### config.mk
export PLATFORM = sky130hd
export DESIGN_NAME = i2cm_top
export DESIGN_NICKNAME = d
export VERILOG_FILES = /design/src/logic/i2cm_pkg.sv /design/src/logic/i2cm_sync.sv /design/src/logic/i2cm_top.sv
export VERILOG_INCLUDE_DIRS = /design/src /design/src/logic
export SDC_FILE = /design/constraint.sdc
export NUM_CORES = 1
export LEC_CHECK = 0
export ABC_AREA = 1
export BUFFER_PORTS_ARGS = -buffer_cell sky130_fd_sc_hd__buf_2
export CAP_MARGIN = 0
export CORE_UTILIZATION = 30
export CTS_BUF_LIST = sky130_fd_sc_hd__clkbuf_4 sky130_fd_sc_hd__clkbuf_8
export DETAILED_ROUTE_END_ITERATION = 7
export GPL_TIMING_DRIVEN = 0
export PLACE_DENSITY = 0.5
export SLEW_MARGIN = 5
export SYNTH_ARGS = -nofsm -noshare
export SYNTH_HDL_FRONTEND = slang
export SYNTH_SLANG_ARGS = --single-unit
### constraint.sdc
create_clock -name clk_i -period 1.61 [get_ports clk_i]
set_clock_uncertainty 0.2 [all_clocks]
set_input_delay 0.322 -clock clk_i [delete_from_list [all_inputs] [get_ports clk_i]]
set_output_delay 0.322 -clock clk_i [all_outputs]
set_load 0.05 [all_outputs]
### src/logic/i2cm_cfg.svh
// Purpose: Constants of the two-wire bus master channel.
// Assumes: 200 MHz system clock, Wishbone word index = printed offset.
// Notes:   Byte address on the bus is four times the index.
`ifndef I2CM_CFG_SVH
`define I2CM_CFG_SVH

// ****************************************
// Register indices
// ****************************************
`define I2CM_IDX_FSW   16'hFEE6
`define I2CM_IDX_MSTP  16'hFF87
`define I2CM_IDX_SERIAL_TIMER_CTRL  16'hFFC3
`define I2CM_IDX_BCTL  16'hFFD8
`define I2CM_IDX_BSTS  16'hFFD9
`define I2CM_IDX_DATA  16'hFFDE
`define I2CM_IDX_MODE  16'hFFDF

// ****************************************
// Field positions
// ****************************************
`define I2CM_B_ICE     7
`define I2CM_B_MST     5
`define I2CM_B_TRS     4
`define I2CM_B_ACK_CHECK_ENABLE    3
`define I2CM_B_BUS_BUSY    2
`define I2CM_B_INTERFACE_INT_FLAG    1
`define I2CM_B_SCP     0
`define I2CM_B_ACK_BIT    0
`define I2CM_B_MLS     7
`define I2CM_B_WAIT    6
`define I2CM_B_CKS     3
`define I2CM_B_IICX    5
`define I2CM_B_REGISTER_ACCESS_ENABLE    4
`define I2CM_B_SW      6
`define I2CM_B_CHSTOP  4
`define I2CM_B_FS      0

// ****************************************
// Reset values and codes
// ****************************************
`define I2CM_RST_MSTP  8'hFF
`define I2CM_CKS_100K  3'h5
`define I2CM_CLR_ALL   4'hF

// ****************************************
// Timing
// ****************************************
`define I2CM_CLK_KHZ   200000
`define I2CM_SCL_KHZ   100
`define I2CM_QTR_CYC   (`I2CM_CLK_KHZ / (4 * `I2CM_SCL_KHZ))

`endif

### src/logic/i2cm_pkg.sv
// Purpose: Types of the two-wire bus master channel.
// Assumes: Nothing beyond the constants header.
// Notes:   All state of i2cm_top except the pin synchroniser lives in one packed struct.
package i2cm_pkg;

  // ****************************************
  // Sequencer states
  // ****************************************
  typedef enum logic [2:0] {
    ST_IDLE  = 3'h0,  // Bus idle or clock held low
    ST_START = 3'h1,  // Start or repeated start
    ST_BIT   = 3'h2,  // Frame bits
    ST_HOLD  = 3'h3,  // Wait before acknowledge
    ST_STOP  = 3'h4   // Stop condition
  } i2cm_state_type;

  // ****************************************
  // Whole state of the channel
  // ****************************************
  typedef struct packed {
    i2cm_state_type st;
    logic [1:0]     qtr;    // Quarter of bit period
    logic [10:0]    cnt;    // Quarter down counter
    logic [3:0]     bitn;   // Bit index in frame
    logic [7:0]     shift;  // Shift data
    logic           scl_low;
    logic           sda_low;
    logic [2:0]     fsw;    // Switch enable, select, irq enable
    logic [7:0]     mstp;
    logic [7:0]     serial_timer_ctrl;
    logic           interface_enable;
    logic           interrupt_enable;
    logic           mst;
    logic           trs;
    logic           ack_check_enable;
    logic           interface_int_flag;
    logic           busy;
    logic           ack_bit;
    logic           halt;   // Transmit stopped by nack
    logic [7:0]     oadr;
    logic [7:0]     oadr2;
    logic [7:0]     tmode;
    logic           wb_ack;
    logic [7:0]     rdat;
    logic           scl_p;  // Previous synced levels
    logic           sda_p;
  } i2cm_regs_type;

endpackage

### src/logic/i2cm_sync.sv
// Purpose: Two-stage synchroniser for pin levels.
// Assumes: Inputs are asynchronous to clk_i.
// Notes:   Resets to ones, the idle level of a pulled-up bus.
`timescale 1ns/1ps
module i2cm_sync #(
  parameter int WIDTH = 2
) (
  input  wire logic             clk_i,
  input  wire logic             rst_i,
  input  wire logic [WIDTH-1:0] d_i,
  output logic      [WIDTH-1:0] q_o
);
  // ****************************************
  // State
  // ****************************************
  typedef struct packed {
    logic [WIDTH-1:0] meta;  // First stage, read only by second
    logic [WIDTH-1:0] stab;  // Second stage
  } i2cm_sync_type;

  i2cm_sync_type s_reg;
  i2cm_sync_type s_next;

  if (WIDTH < 1) begin : g_bad_width
    $error("i2cm_sync: WIDTH must be at least 1");
  end

  // Next state
  always_comb begin
    s_next      = s_reg;
    s_next.meta = d_i;
    s_next.stab = s_reg.meta;
  end

  // Register
  always_ff @(posedge clk_i) begin
    if (rst_i) begin
      s_reg <= '1;
    end else begin
      s_reg <= s_next;
    end
  end

  assign q_o = s_reg.stab;
endmodule

### src/logic/i2cm_top.sv
// Purpose: Two-wire bus master channel with Wishbone registers.
// Assumes: Open-drain pins resolved outside; pins asynchronous.
// Notes:   Software sequences start, frames and stop.
`timescale 1ns/1ps
`include "i2cm_cfg.svh"
module i2cm_top import i2cm_pkg::*; #(
  parameter int ADR_W = 18
) (
  input  wire logic             clk_i,
  input  wire logic             rst_i,
  input  wire logic [ADR_W-1:0] adr_i,
  input  wire logic [31:0]      dat_i,
  input  wire logic             we_i,
  input  wire logic [3:0]       sel_i,
  input  wire logic             cyc_i,
  input  wire logic             stb_i,
  output logic      [31:0]      dat_o,
  output logic                  ack_o,
  input  wire logic             scl_i,
  output logic                  scl_o,
  output logic                  scl_oe_o,
  input  wire logic             sda_i,
  output logic                  sda_o,
  output logic                  sda_oe_o
);
  // ****************************************
  // Declarations
  // ****************************************
  localparam logic [10:0] QTR_CYC = 11'(`I2CM_QTR_CYC);

  i2cm_regs_type s_reg;    // All state
  i2cm_regs_type s_next;   // Next state
  logic [1:0]    pin_s;    // Synced {scl, sda}
  logic          scl_s;
  logic          sda_s;
  logic          req;      // Bus request pending
  logic          wr;       // Write at ack edge
  logic          rd;       // Read at ack edge
  logic [15:0]   idx;      // Word index
  logic          acc_ok;   // Controller regs reachable
  logic [7:0]    rmux;     // Read mux
  logic          run;      // Channel may drive bus
  logic          fmt_ok;   // Standard bus format selected
  logic [10:0]   qlen;     // Quarter length
  logic          tick;     // Quarter ends
  logic          stretch;  // Slave holds clock low
  logic [3:0]    dbits;    // Data bits per frame
  logic          is_ack;   // Current bit is acknowledge
  logic          txbit;    // Next bit to send
  logic          go_start;
  logic          go_stop;
  logic          go_frame;
  logic          clr_all;

  if (ADR_W < 18) begin : g_bad_adr
    $error("i2cm_top: ADR_W must be at least 18");
  end

  // ****************************************
  // Pin synchronisers
  // ****************************************
  i2cm_sync #(.WIDTH(2)) u_sync (
    .clk_i (clk_i),
    .rst_i (rst_i),
    .d_i   ({scl_i, sda_i}),
    .q_o   (pin_s)
  );
  assign scl_s = pin_s[1];
  assign sda_s = pin_s[0];

  // ****************************************
  // Decode and derived controls
  // ****************************************
  assign req    = cyc_i & stb_i;
  assign wr     = req & we_i & s_reg.wb_ack & sel_i[0];
  assign rd     = req & ~we_i & s_reg.wb_ack;
  assign idx    = adr_i[17:2];
  assign acc_ok = s_reg.serial_timer_ctrl[`I2CM_B_REGISTER_ACCESS_ENABLE];
  assign fmt_ok = ~s_reg.oadr[`I2CM_B_FS]
                & s_reg.oadr2[`I2CM_B_FS]
                & ~s_reg.fsw[1];
  assign run    = s_reg.interface_enable & fmt_ok
                & ~s_reg.mstp[`I2CM_B_CHSTOP];
  // 100 kHz code with IICX set; any other setting runs at half that rate
  assign qlen   = (s_reg.tmode[5:3] == `I2CM_CKS_100K
                   && s_reg.serial_timer_ctrl[`I2CM_B_IICX]) ?
                  QTR_CYC : 11'(2 * QTR_CYC);
  assign stretch = ~s_reg.scl_low & ~scl_s;
  assign tick    = (s_reg.cnt == 11'h000) & ~stretch;
  assign dbits   = (s_reg.tmode[2:0] == 3'h0) ? 4'h8
                 : {1'b0, s_reg.tmode[2:0]};
  assign is_ack  = (s_reg.bitn == dbits);
  assign clr_all = wr & (idx == `I2CM_IDX_FSW)
                 & (dat_i[3:0] == `I2CM_CLR_ALL);

  // Read mux, overlapping locations follow interface enable
  always_comb begin
    rmux = 8'h00;
    case (idx)
      `I2CM_IDX_FSW:  rmux = {s_reg.fsw, 5'h00};
      `I2CM_IDX_MSTP: rmux = s_reg.mstp;
      `I2CM_IDX_SERIAL_TIMER_CTRL: rmux = s_reg.serial_timer_ctrl;
      `I2CM_IDX_BCTL: rmux = {s_reg.interface_enable, s_reg.interrupt_enable, s_reg.mst,
                              s_reg.trs, s_reg.ack_check_enable, s_reg.busy,
                              s_reg.interface_int_flag, 1'b1};
      `I2CM_IDX_BSTS: rmux = {7'h00, s_reg.ack_bit};
      `I2CM_IDX_DATA: rmux = s_reg.interface_enable ? s_reg.shift
                                       : s_reg.oadr2;
      `I2CM_IDX_MODE: rmux = s_reg.interface_enable ? s_reg.tmode : s_reg.oadr;
      default:        rmux = 8'h00;
    endcase
    if (!acc_ok && idx != `I2CM_IDX_FSW && idx != `I2CM_IDX_MSTP
        && idx != `I2CM_IDX_SERIAL_TIMER_CTRL) begin
      rmux = 8'h00;
    end
  end

  // ****************************************
  // Next state
  // ****************************************
  always_comb begin
    s_next   = s_reg;
    go_start = 1'b0;
    go_stop  = 1'b0;
    go_frame = 1'b0;
    txbit    = s_reg.tmode[`I2CM_B_MLS] ? s_reg.shift[0]
                                        : s_reg.shift[7];
    // Bus handshake: ack one cycle after request, one cycle long
    s_next.wb_ack = req & ~s_reg.wb_ack;
    if (req && !s_reg.wb_ack) begin
      s_next.rdat = rmux;
    end
    s_next.scl_p = scl_s;
    s_next.sda_p = sda_s;

    // Register writes
    if (wr) begin
      case (idx)
        `I2CM_IDX_FSW:  s_next.fsw  = dat_i[7:5];
        `I2CM_IDX_MSTP: s_next.mstp = dat_i[7:0];
        `I2CM_IDX_SERIAL_TIMER_CTRL: s_next.serial_timer_ctrl = dat_i[7:0];
        default: ;
      endcase
      if (acc_ok) begin
        case (idx)
          `I2CM_IDX_BCTL: begin
            s_next.interface_enable  = dat_i[`I2CM_B_ICE];
            s_next.interrupt_enable = dat_i[6];
            s_next.mst  = dat_i[`I2CM_B_MST];
            s_next.trs  = dat_i[`I2CM_B_TRS];
            s_next.ack_check_enable = dat_i[`I2CM_B_ACK_CHECK_ENABLE];
            if (!dat_i[`I2CM_B_INTERFACE_INT_FLAG]) begin
              s_next.interface_int_flag = 1'b0;
            end
            // Protect bit low arms start or stop
            if (!dat_i[`I2CM_B_SCP] && s_reg.st == ST_IDLE
                && dat_i[`I2CM_B_MST] && run) begin
              go_start = dat_i[`I2CM_B_BUS_BUSY];
              go_stop  = ~dat_i[`I2CM_B_BUS_BUSY];
            end
          end
          `I2CM_IDX_BSTS: s_next.ack_bit = dat_i[`I2CM_B_ACK_BIT];
          `I2CM_IDX_DATA: begin
            if (s_reg.interface_enable) begin
              // Software loads A0h, 00h, A1h here
              s_next.shift = dat_i[7:0];
              go_frame = s_reg.trs & ~s_reg.halt;
            end else begin
              s_next.oadr2 = dat_i[7:0];
            end
          end
          `I2CM_IDX_MODE: begin
            if (s_reg.interface_enable) begin
              s_next.tmode = dat_i[7:0];
            end else begin
              s_next.oadr = dat_i[7:0];
            end
          end
          default: ;
        endcase
      end
    end
    // Reading data in receive mode starts the next frame
    if (rd && acc_ok && idx == `I2CM_IDX_DATA && s_reg.interface_enable
        && !s_reg.trs) begin
      go_frame = 1'b1;
    end
    go_frame = go_frame & s_reg.mst & s_reg.busy & run
             & (s_reg.st == ST_IDLE);

    // Bus condition detection, set wins over a bus_ctrl flag clear but not over the FSW clear-all
    if (s_reg.scl_p && scl_s && s_reg.sda_p && !sda_s) begin
      s_next.busy = 1'b1;
      // Own start flags only once its sequence is complete
      if (s_reg.st != ST_START) begin
        s_next.interface_int_flag = 1'b1;
      end
    end
    if (s_reg.scl_p && scl_s && !s_reg.sda_p && sda_s) begin
      s_next.busy = 1'b0;
    end

    // Quarter counter
    if (s_reg.st != ST_IDLE && s_reg.st != ST_HOLD) begin
      if (tick) begin
        s_next.cnt = qlen - 11'h001;
        s_next.qtr = s_reg.qtr + 2'h1;
      end else if (!stretch) begin
        s_next.cnt = s_reg.cnt - 11'h001;
      end
    end

    // Sequencer
    case (s_reg.st)
      ST_IDLE: begin
        if (go_start) begin
          // Repeated start works from a held-low clock
          s_next.st      = ST_START;
          s_next.halt    = 1'b0;
          s_next.scl_low = 1'b1;
          s_next.sda_low = 1'b0;
        end else if (go_stop) begin
          s_next.st      = ST_STOP;
          s_next.scl_low = 1'b1;
          s_next.sda_low = 1'b1;
        end else if (go_frame) begin
          s_next.st      = ST_BIT;
          s_next.bitn    = 4'h0;
          s_next.sda_low = s_reg.trs & ~(s_reg.tmode[`I2CM_B_MLS] ?
                           s_next.shift[0] : s_next.shift[7]);
        end
        s_next.qtr = 2'h0;
        s_next.cnt = qlen - 11'h001;
      end
      ST_START: begin
        if (tick) begin
          case (s_reg.qtr)
            2'h0: s_next.scl_low = 1'b0;
            2'h1: s_next.sda_low = 1'b1;
            2'h2: s_next.scl_low = 1'b1;
            default: begin
              s_next.st      = ST_IDLE;
              s_next.sda_low = 1'b0;
              s_next.interface_int_flag    = 1'b1;
            end
          endcase
        end
      end
      ST_STOP: begin
        if (tick) begin
          case (s_reg.qtr)
            2'h0: s_next.scl_low = 1'b0;
            2'h1: s_next.sda_low = 1'b0;
            2'h2: ;
            default: s_next.st = ST_IDLE;
          endcase
        end
      end
      ST_BIT: begin
        if (tick) begin
          case (s_reg.qtr)
            // Data moves a quarter after the clock fell, never with it
            2'h0: begin
              if (is_ack) begin
                s_next.sda_low = ~s_reg.trs & ~s_reg.ack_bit;
              end else begin
                s_next.sda_low = s_reg.trs & ~txbit;
              end
            end
            2'h1: s_next.scl_low = 1'b0;
            2'h2: begin
              if (is_ack) begin
                if (s_reg.trs) begin
                  s_next.ack_bit = sda_s;
                end
              end else if (s_reg.tmode[`I2CM_B_MLS]) begin
                s_next.shift = {sda_s, s_reg.shift[7:1]};
              end else begin
                s_next.shift = {s_reg.shift[6:0], sda_s};
              end
            end
            2'h3: begin
              s_next.scl_low = 1'b1;
              if (is_ack) begin
                s_next.st      = ST_IDLE;
                s_next.interface_int_flag    = 1'b1;
                if (s_reg.trs && s_reg.ack_check_enable && s_reg.ack_bit) begin
                  s_next.halt = 1'b1;
                end
              end else begin
                s_next.bitn = s_reg.bitn + 4'h1;
                if (s_reg.bitn + 4'h1 == dbits
                    && s_reg.tmode[`I2CM_B_WAIT]) begin
                  s_next.st   = ST_HOLD;
                  s_next.interface_int_flag = 1'b1;
                end
              end
            end
            default: ;
          endcase
        end
      end
      ST_HOLD: begin
        // Clock stays low until software clears the flag
        if (!s_next.interface_int_flag) begin
          s_next.st      = ST_BIT;
          s_next.qtr     = 2'h0;
          s_next.cnt     = qlen - 11'h001;
          s_next.sda_low = ~s_reg.trs & ~s_reg.ack_bit;
        end
      end
      default: s_next.st = ST_IDLE;
    endcase

    // Channel off or cleared: release everything
    if (!run || clr_all) begin
      s_next.st      = ST_IDLE;
      s_next.scl_low = 1'b0;
      s_next.sda_low = 1'b0;
      s_next.bitn    = 4'h0;
      s_next.halt    = 1'b0;
    end
    if (clr_all) begin
      s_next.busy = 1'b0;
      s_next.interface_int_flag = 1'b0;
    end
  end

  // ****************************************
  // State register
  // ****************************************
  always_ff @(posedge clk_i) begin
    if (rst_i) begin
      s_reg      <= '0;
      s_reg.mstp <= `I2CM_RST_MSTP;
      // Idle bus level, so no false edge follows reset
      s_reg.scl_p <= 1'b1;
      s_reg.sda_p <= 1'b1;
    end else begin
      s_reg <= s_next;
    end
  end

  // ****************************************
  // Outputs
  // ****************************************
  assign dat_o    = {24'h000000, s_reg.rdat};
  assign ack_o    = s_reg.wb_ack;
  assign scl_o    = 1'b0;
  assign sda_o    = 1'b0;
  assign scl_oe_o = s_reg.scl_low;
  assign sda_oe_o = s_reg.sda_low;
endmodule

==> metrics.txt <==
status=complete, but fails checks; failing checks=design-rule violations, negative setup slack; Tmin final=between 1.5 and 2 ns; RSZ-0062 raised after global routing=true; period utilization=1.18; setup TNS=-9.91 ns; max-slew violations=0; Synth area leaders=dfxtp_1 (34%), nand2_1 (11%), o21ai_0 (7.7%); Avg WL per Cell=about 17 um; Static Leak=~3.9 nW; CP required=~1.8 ns; CP max FO=6; Layout area overhead=59.9%; Final Hold Viols=0; vias in the first global route=5,864; post-synthesis sequential area ratio=0.340; power after layout=between 4 and 5 mW; Final Setup Violations=80; Avg Synthesized Cell Area=6.78 um^2; min setup slack post-route=-0.289 ns; Mapped Area=~0.0057 mm^2; Synth Register Bits=97; DP Area=approximately 0.0064 mm^2; Pwr Density=about 520 mW/mm^2; ant diodes=0; DRC violations left=1; placer congestion estimate=around 0.84; drt initial violations=440; TritonCTS clock tree=done; DP Cell Count=between 1,000 and 1,500; post-synth top area cell=dfxtp_1; EDFF count, synth=0; Slew @ Worst Pin=0.749 ns; DIE AREA=between 0.015 and 0.02 mm^2; clk root buf=clkbuf_8; largest net degree at the start of global routing=19; CP Capture Type=register; Port-buffer cells=42; maximum capacitance violations=0; via count=about 6,400; Yosys cell types=44; initial antenna violation count=0; grt ovf=0; CTS H-Tree Depth=3; fin area=0.00914 mm^2; Starting Density=0.305; non-filler instance count after layout=between 1,000 and 1,500; first-pass GRT wire length=about 32,000 um; CTS Sinks=just under 100; Worst Hold Class=input port to register; CP Launch Type=register; Setup CP Type=register to register; Routed WL=~21,000 um; total CTS buffers=9; Mapped Cells=about 840; die width=140 um; clock slew at reported path FFs=roughly 0.11 ns; Clock Path Buffers=2; final-layout fill cell count=1,774; Async S/R FF share, synth=0; Max-slew headroom=0.500; ANT nets after route=0; worst hold slack=0.00551 ns; first-pass iteration count of the detailed router=7; VDD IR-drop max=approximately 0.34 mV; Place WS=-0.768 ns; GRT Resource Usage Total=0.209; Yosys warnings=0; Synth Flop Type=dfxtp_1; Rows=50; layout cells sized above 1=0.509; DIE HEIGHT=approximately 140 um; area share of the largest cell type after synthesis=0.340; crit path DAT=2.04 ns; drt via density=roughly 5.0; Core Util, Final=0.489; nets=1,116; FMAX=around 530 MHz; max reg flops=roughly 80; HPWL after detailed placement=roughly 14,000 um; core area=roughly 0.019 mm^2; clock latency on the worst-skew pair=0.41 ns; IO Pins=98
## metal layers
metal | routed length [um] | part of all wire | GRT usage | up-vias
li1 | - | - | - | 3164
met1 | 9740 | 0.46 | 0.287 | 2996
met2 | 9890 | 0.46 | 0.330 | 211
met3 | 967 | 0.045 | 0.0260 | 43
met4 | 754 | 0.035 | 0.0850 | 0
met5 | 0 | 0 | 0 | -
## power by group
group	total [mW]	switching (mW)	internal, mW
clock	1.68	1.04	0.641
sequential	2.42	0.0220	2.40
combinational	0.643	0.434	0.209
## layout make-up
| cell class | count | area (um^2) | share of cell area |
|---|---|---|---|
| flip-flops and latches | 97 | 2000 | 0.219 |
| well taps | 234 | 293 | 0.0320 |
| clock inverters | 6 | 55.1 | 0.00602 |
| repair buffers | 170 | 1460 | 0.160 |
| inverters | 111 | 482 | 0.0527 |
| plain buffers | 54 | 422 | 0.0461 |
| clock buffers | 10 | 138 | 0.0151 |
| multi-input cells | 606 | 4290 | 0.469 |
## cell families after synthesis
family	after synthesis	share of synthesized area
multiplexers	3	0.00526
XOR/XNOR	10	0.0153
adder cells (fa/ha/maj)	6	0.0131
flip-flops	97	0.340
buffers and inverters	165	0.134
AND/OR/NAND/NOR	355	0.294
AO/OA/AOI/OAI	206	0.197
other	1	0.000656
## layout by cell type, fill, tap and decap left out, types with 5 or more instances in the layout
cell type / netlist / routed
or2_2: 6 / 6
inv_1: 98 / 68
nand2_4: 1 / 17
o21ai_1: 2 / 25
nor2_2: 3 / 14
o211ai_1: 18 / 18
o21ai_2: 1 / 52
buf_8: 0 / 5
nand3_1: 44 / 25
nor4_1: 8 / 5
nand2_2: 10 / 35
xor2_1: 7 / 6
dfxtp_2: 0 / 11
clkbuf_1: 10 / 8
nand2_1: 161 / 115
conb_1: 1 / 26
dfxtp_4: 0 / 13
a21oi_1: 81 / 54
buf_4: 38 / 121
dfxtp_1: 97 / 73
a21oi_2: 1 / 27
nor2_1: 70 / 43
buf_6: 0 / 54
o21ai_0: 88 / 12
buf_2: 5 / 26
dlygate4sd3_1: 0 / 5
nand4_1: 14 / 14
inv_6: 0 / 10
inv_2: 12 / 25
nand3_4: 0 / 14
nor3_2: 2 / 8
nor2_4: 6 / 22
nand3_2: 6 / 11
nand2_8: 0 / 5
inv_4: 0 / 9
nor3_4: 4 / 10
clkbuf_8: 0 / 10
## synthesized netlist by cell type (all sizes together) (10+ instances only)
library cell and count:
clkbuf 10, a21oi 82, dfxtp 97, buf 44, nor2 79, nand3 50
nand4 14, o21ai 92, nor3 22, inv 110, nand2 172, o211ai 18
## timing repair
item	in CTS	in global routing
hold buffers	5	0
pin swaps	74	109
buffers inserted	63	55
hold endpoints to repair	5	0
setup endpoints to repair	92	90
gates cloned	5	2
resized for setup	238	254
## final timing paths
path | startpoint | endpoint | slack [ns] | cells after the start
worst max-delay path | s_reg[13]$_SDFFE_PP0P_ | s_reg[70]$_SDFF_PP0_ | -0.29 | 10
worst min-delay path | dat_i[0] | s_reg[19]$_SDFFE_PP0P_ | 0.006 | 3
worst max register to register | s_reg[13]$_SDFFE_PP0P_ | s_reg[70]$_SDFF_PP0_ | -0.29 | 10
worst min register to register | u_sync.s_next[0]$_SDFF_PP1_ | u_sync.q_o[0]$_SDFF_PP1_ | 0.22 | 1
## worst max-delay path, cell delays in order, from the launching register on
cell and delay (ns):
dfxtp_4 0.39, inv_4 0.07, nand3_4 0.09, xor2_2 0.16, nand2_2 0.14, nand2_4 0.09
nor3_4 0.17, buf_6 0.16, buf_6 0.13, o21ai_2 0.05, a21oi_1 0.16
Note: power is estimated with default switching activity, not from simulation.
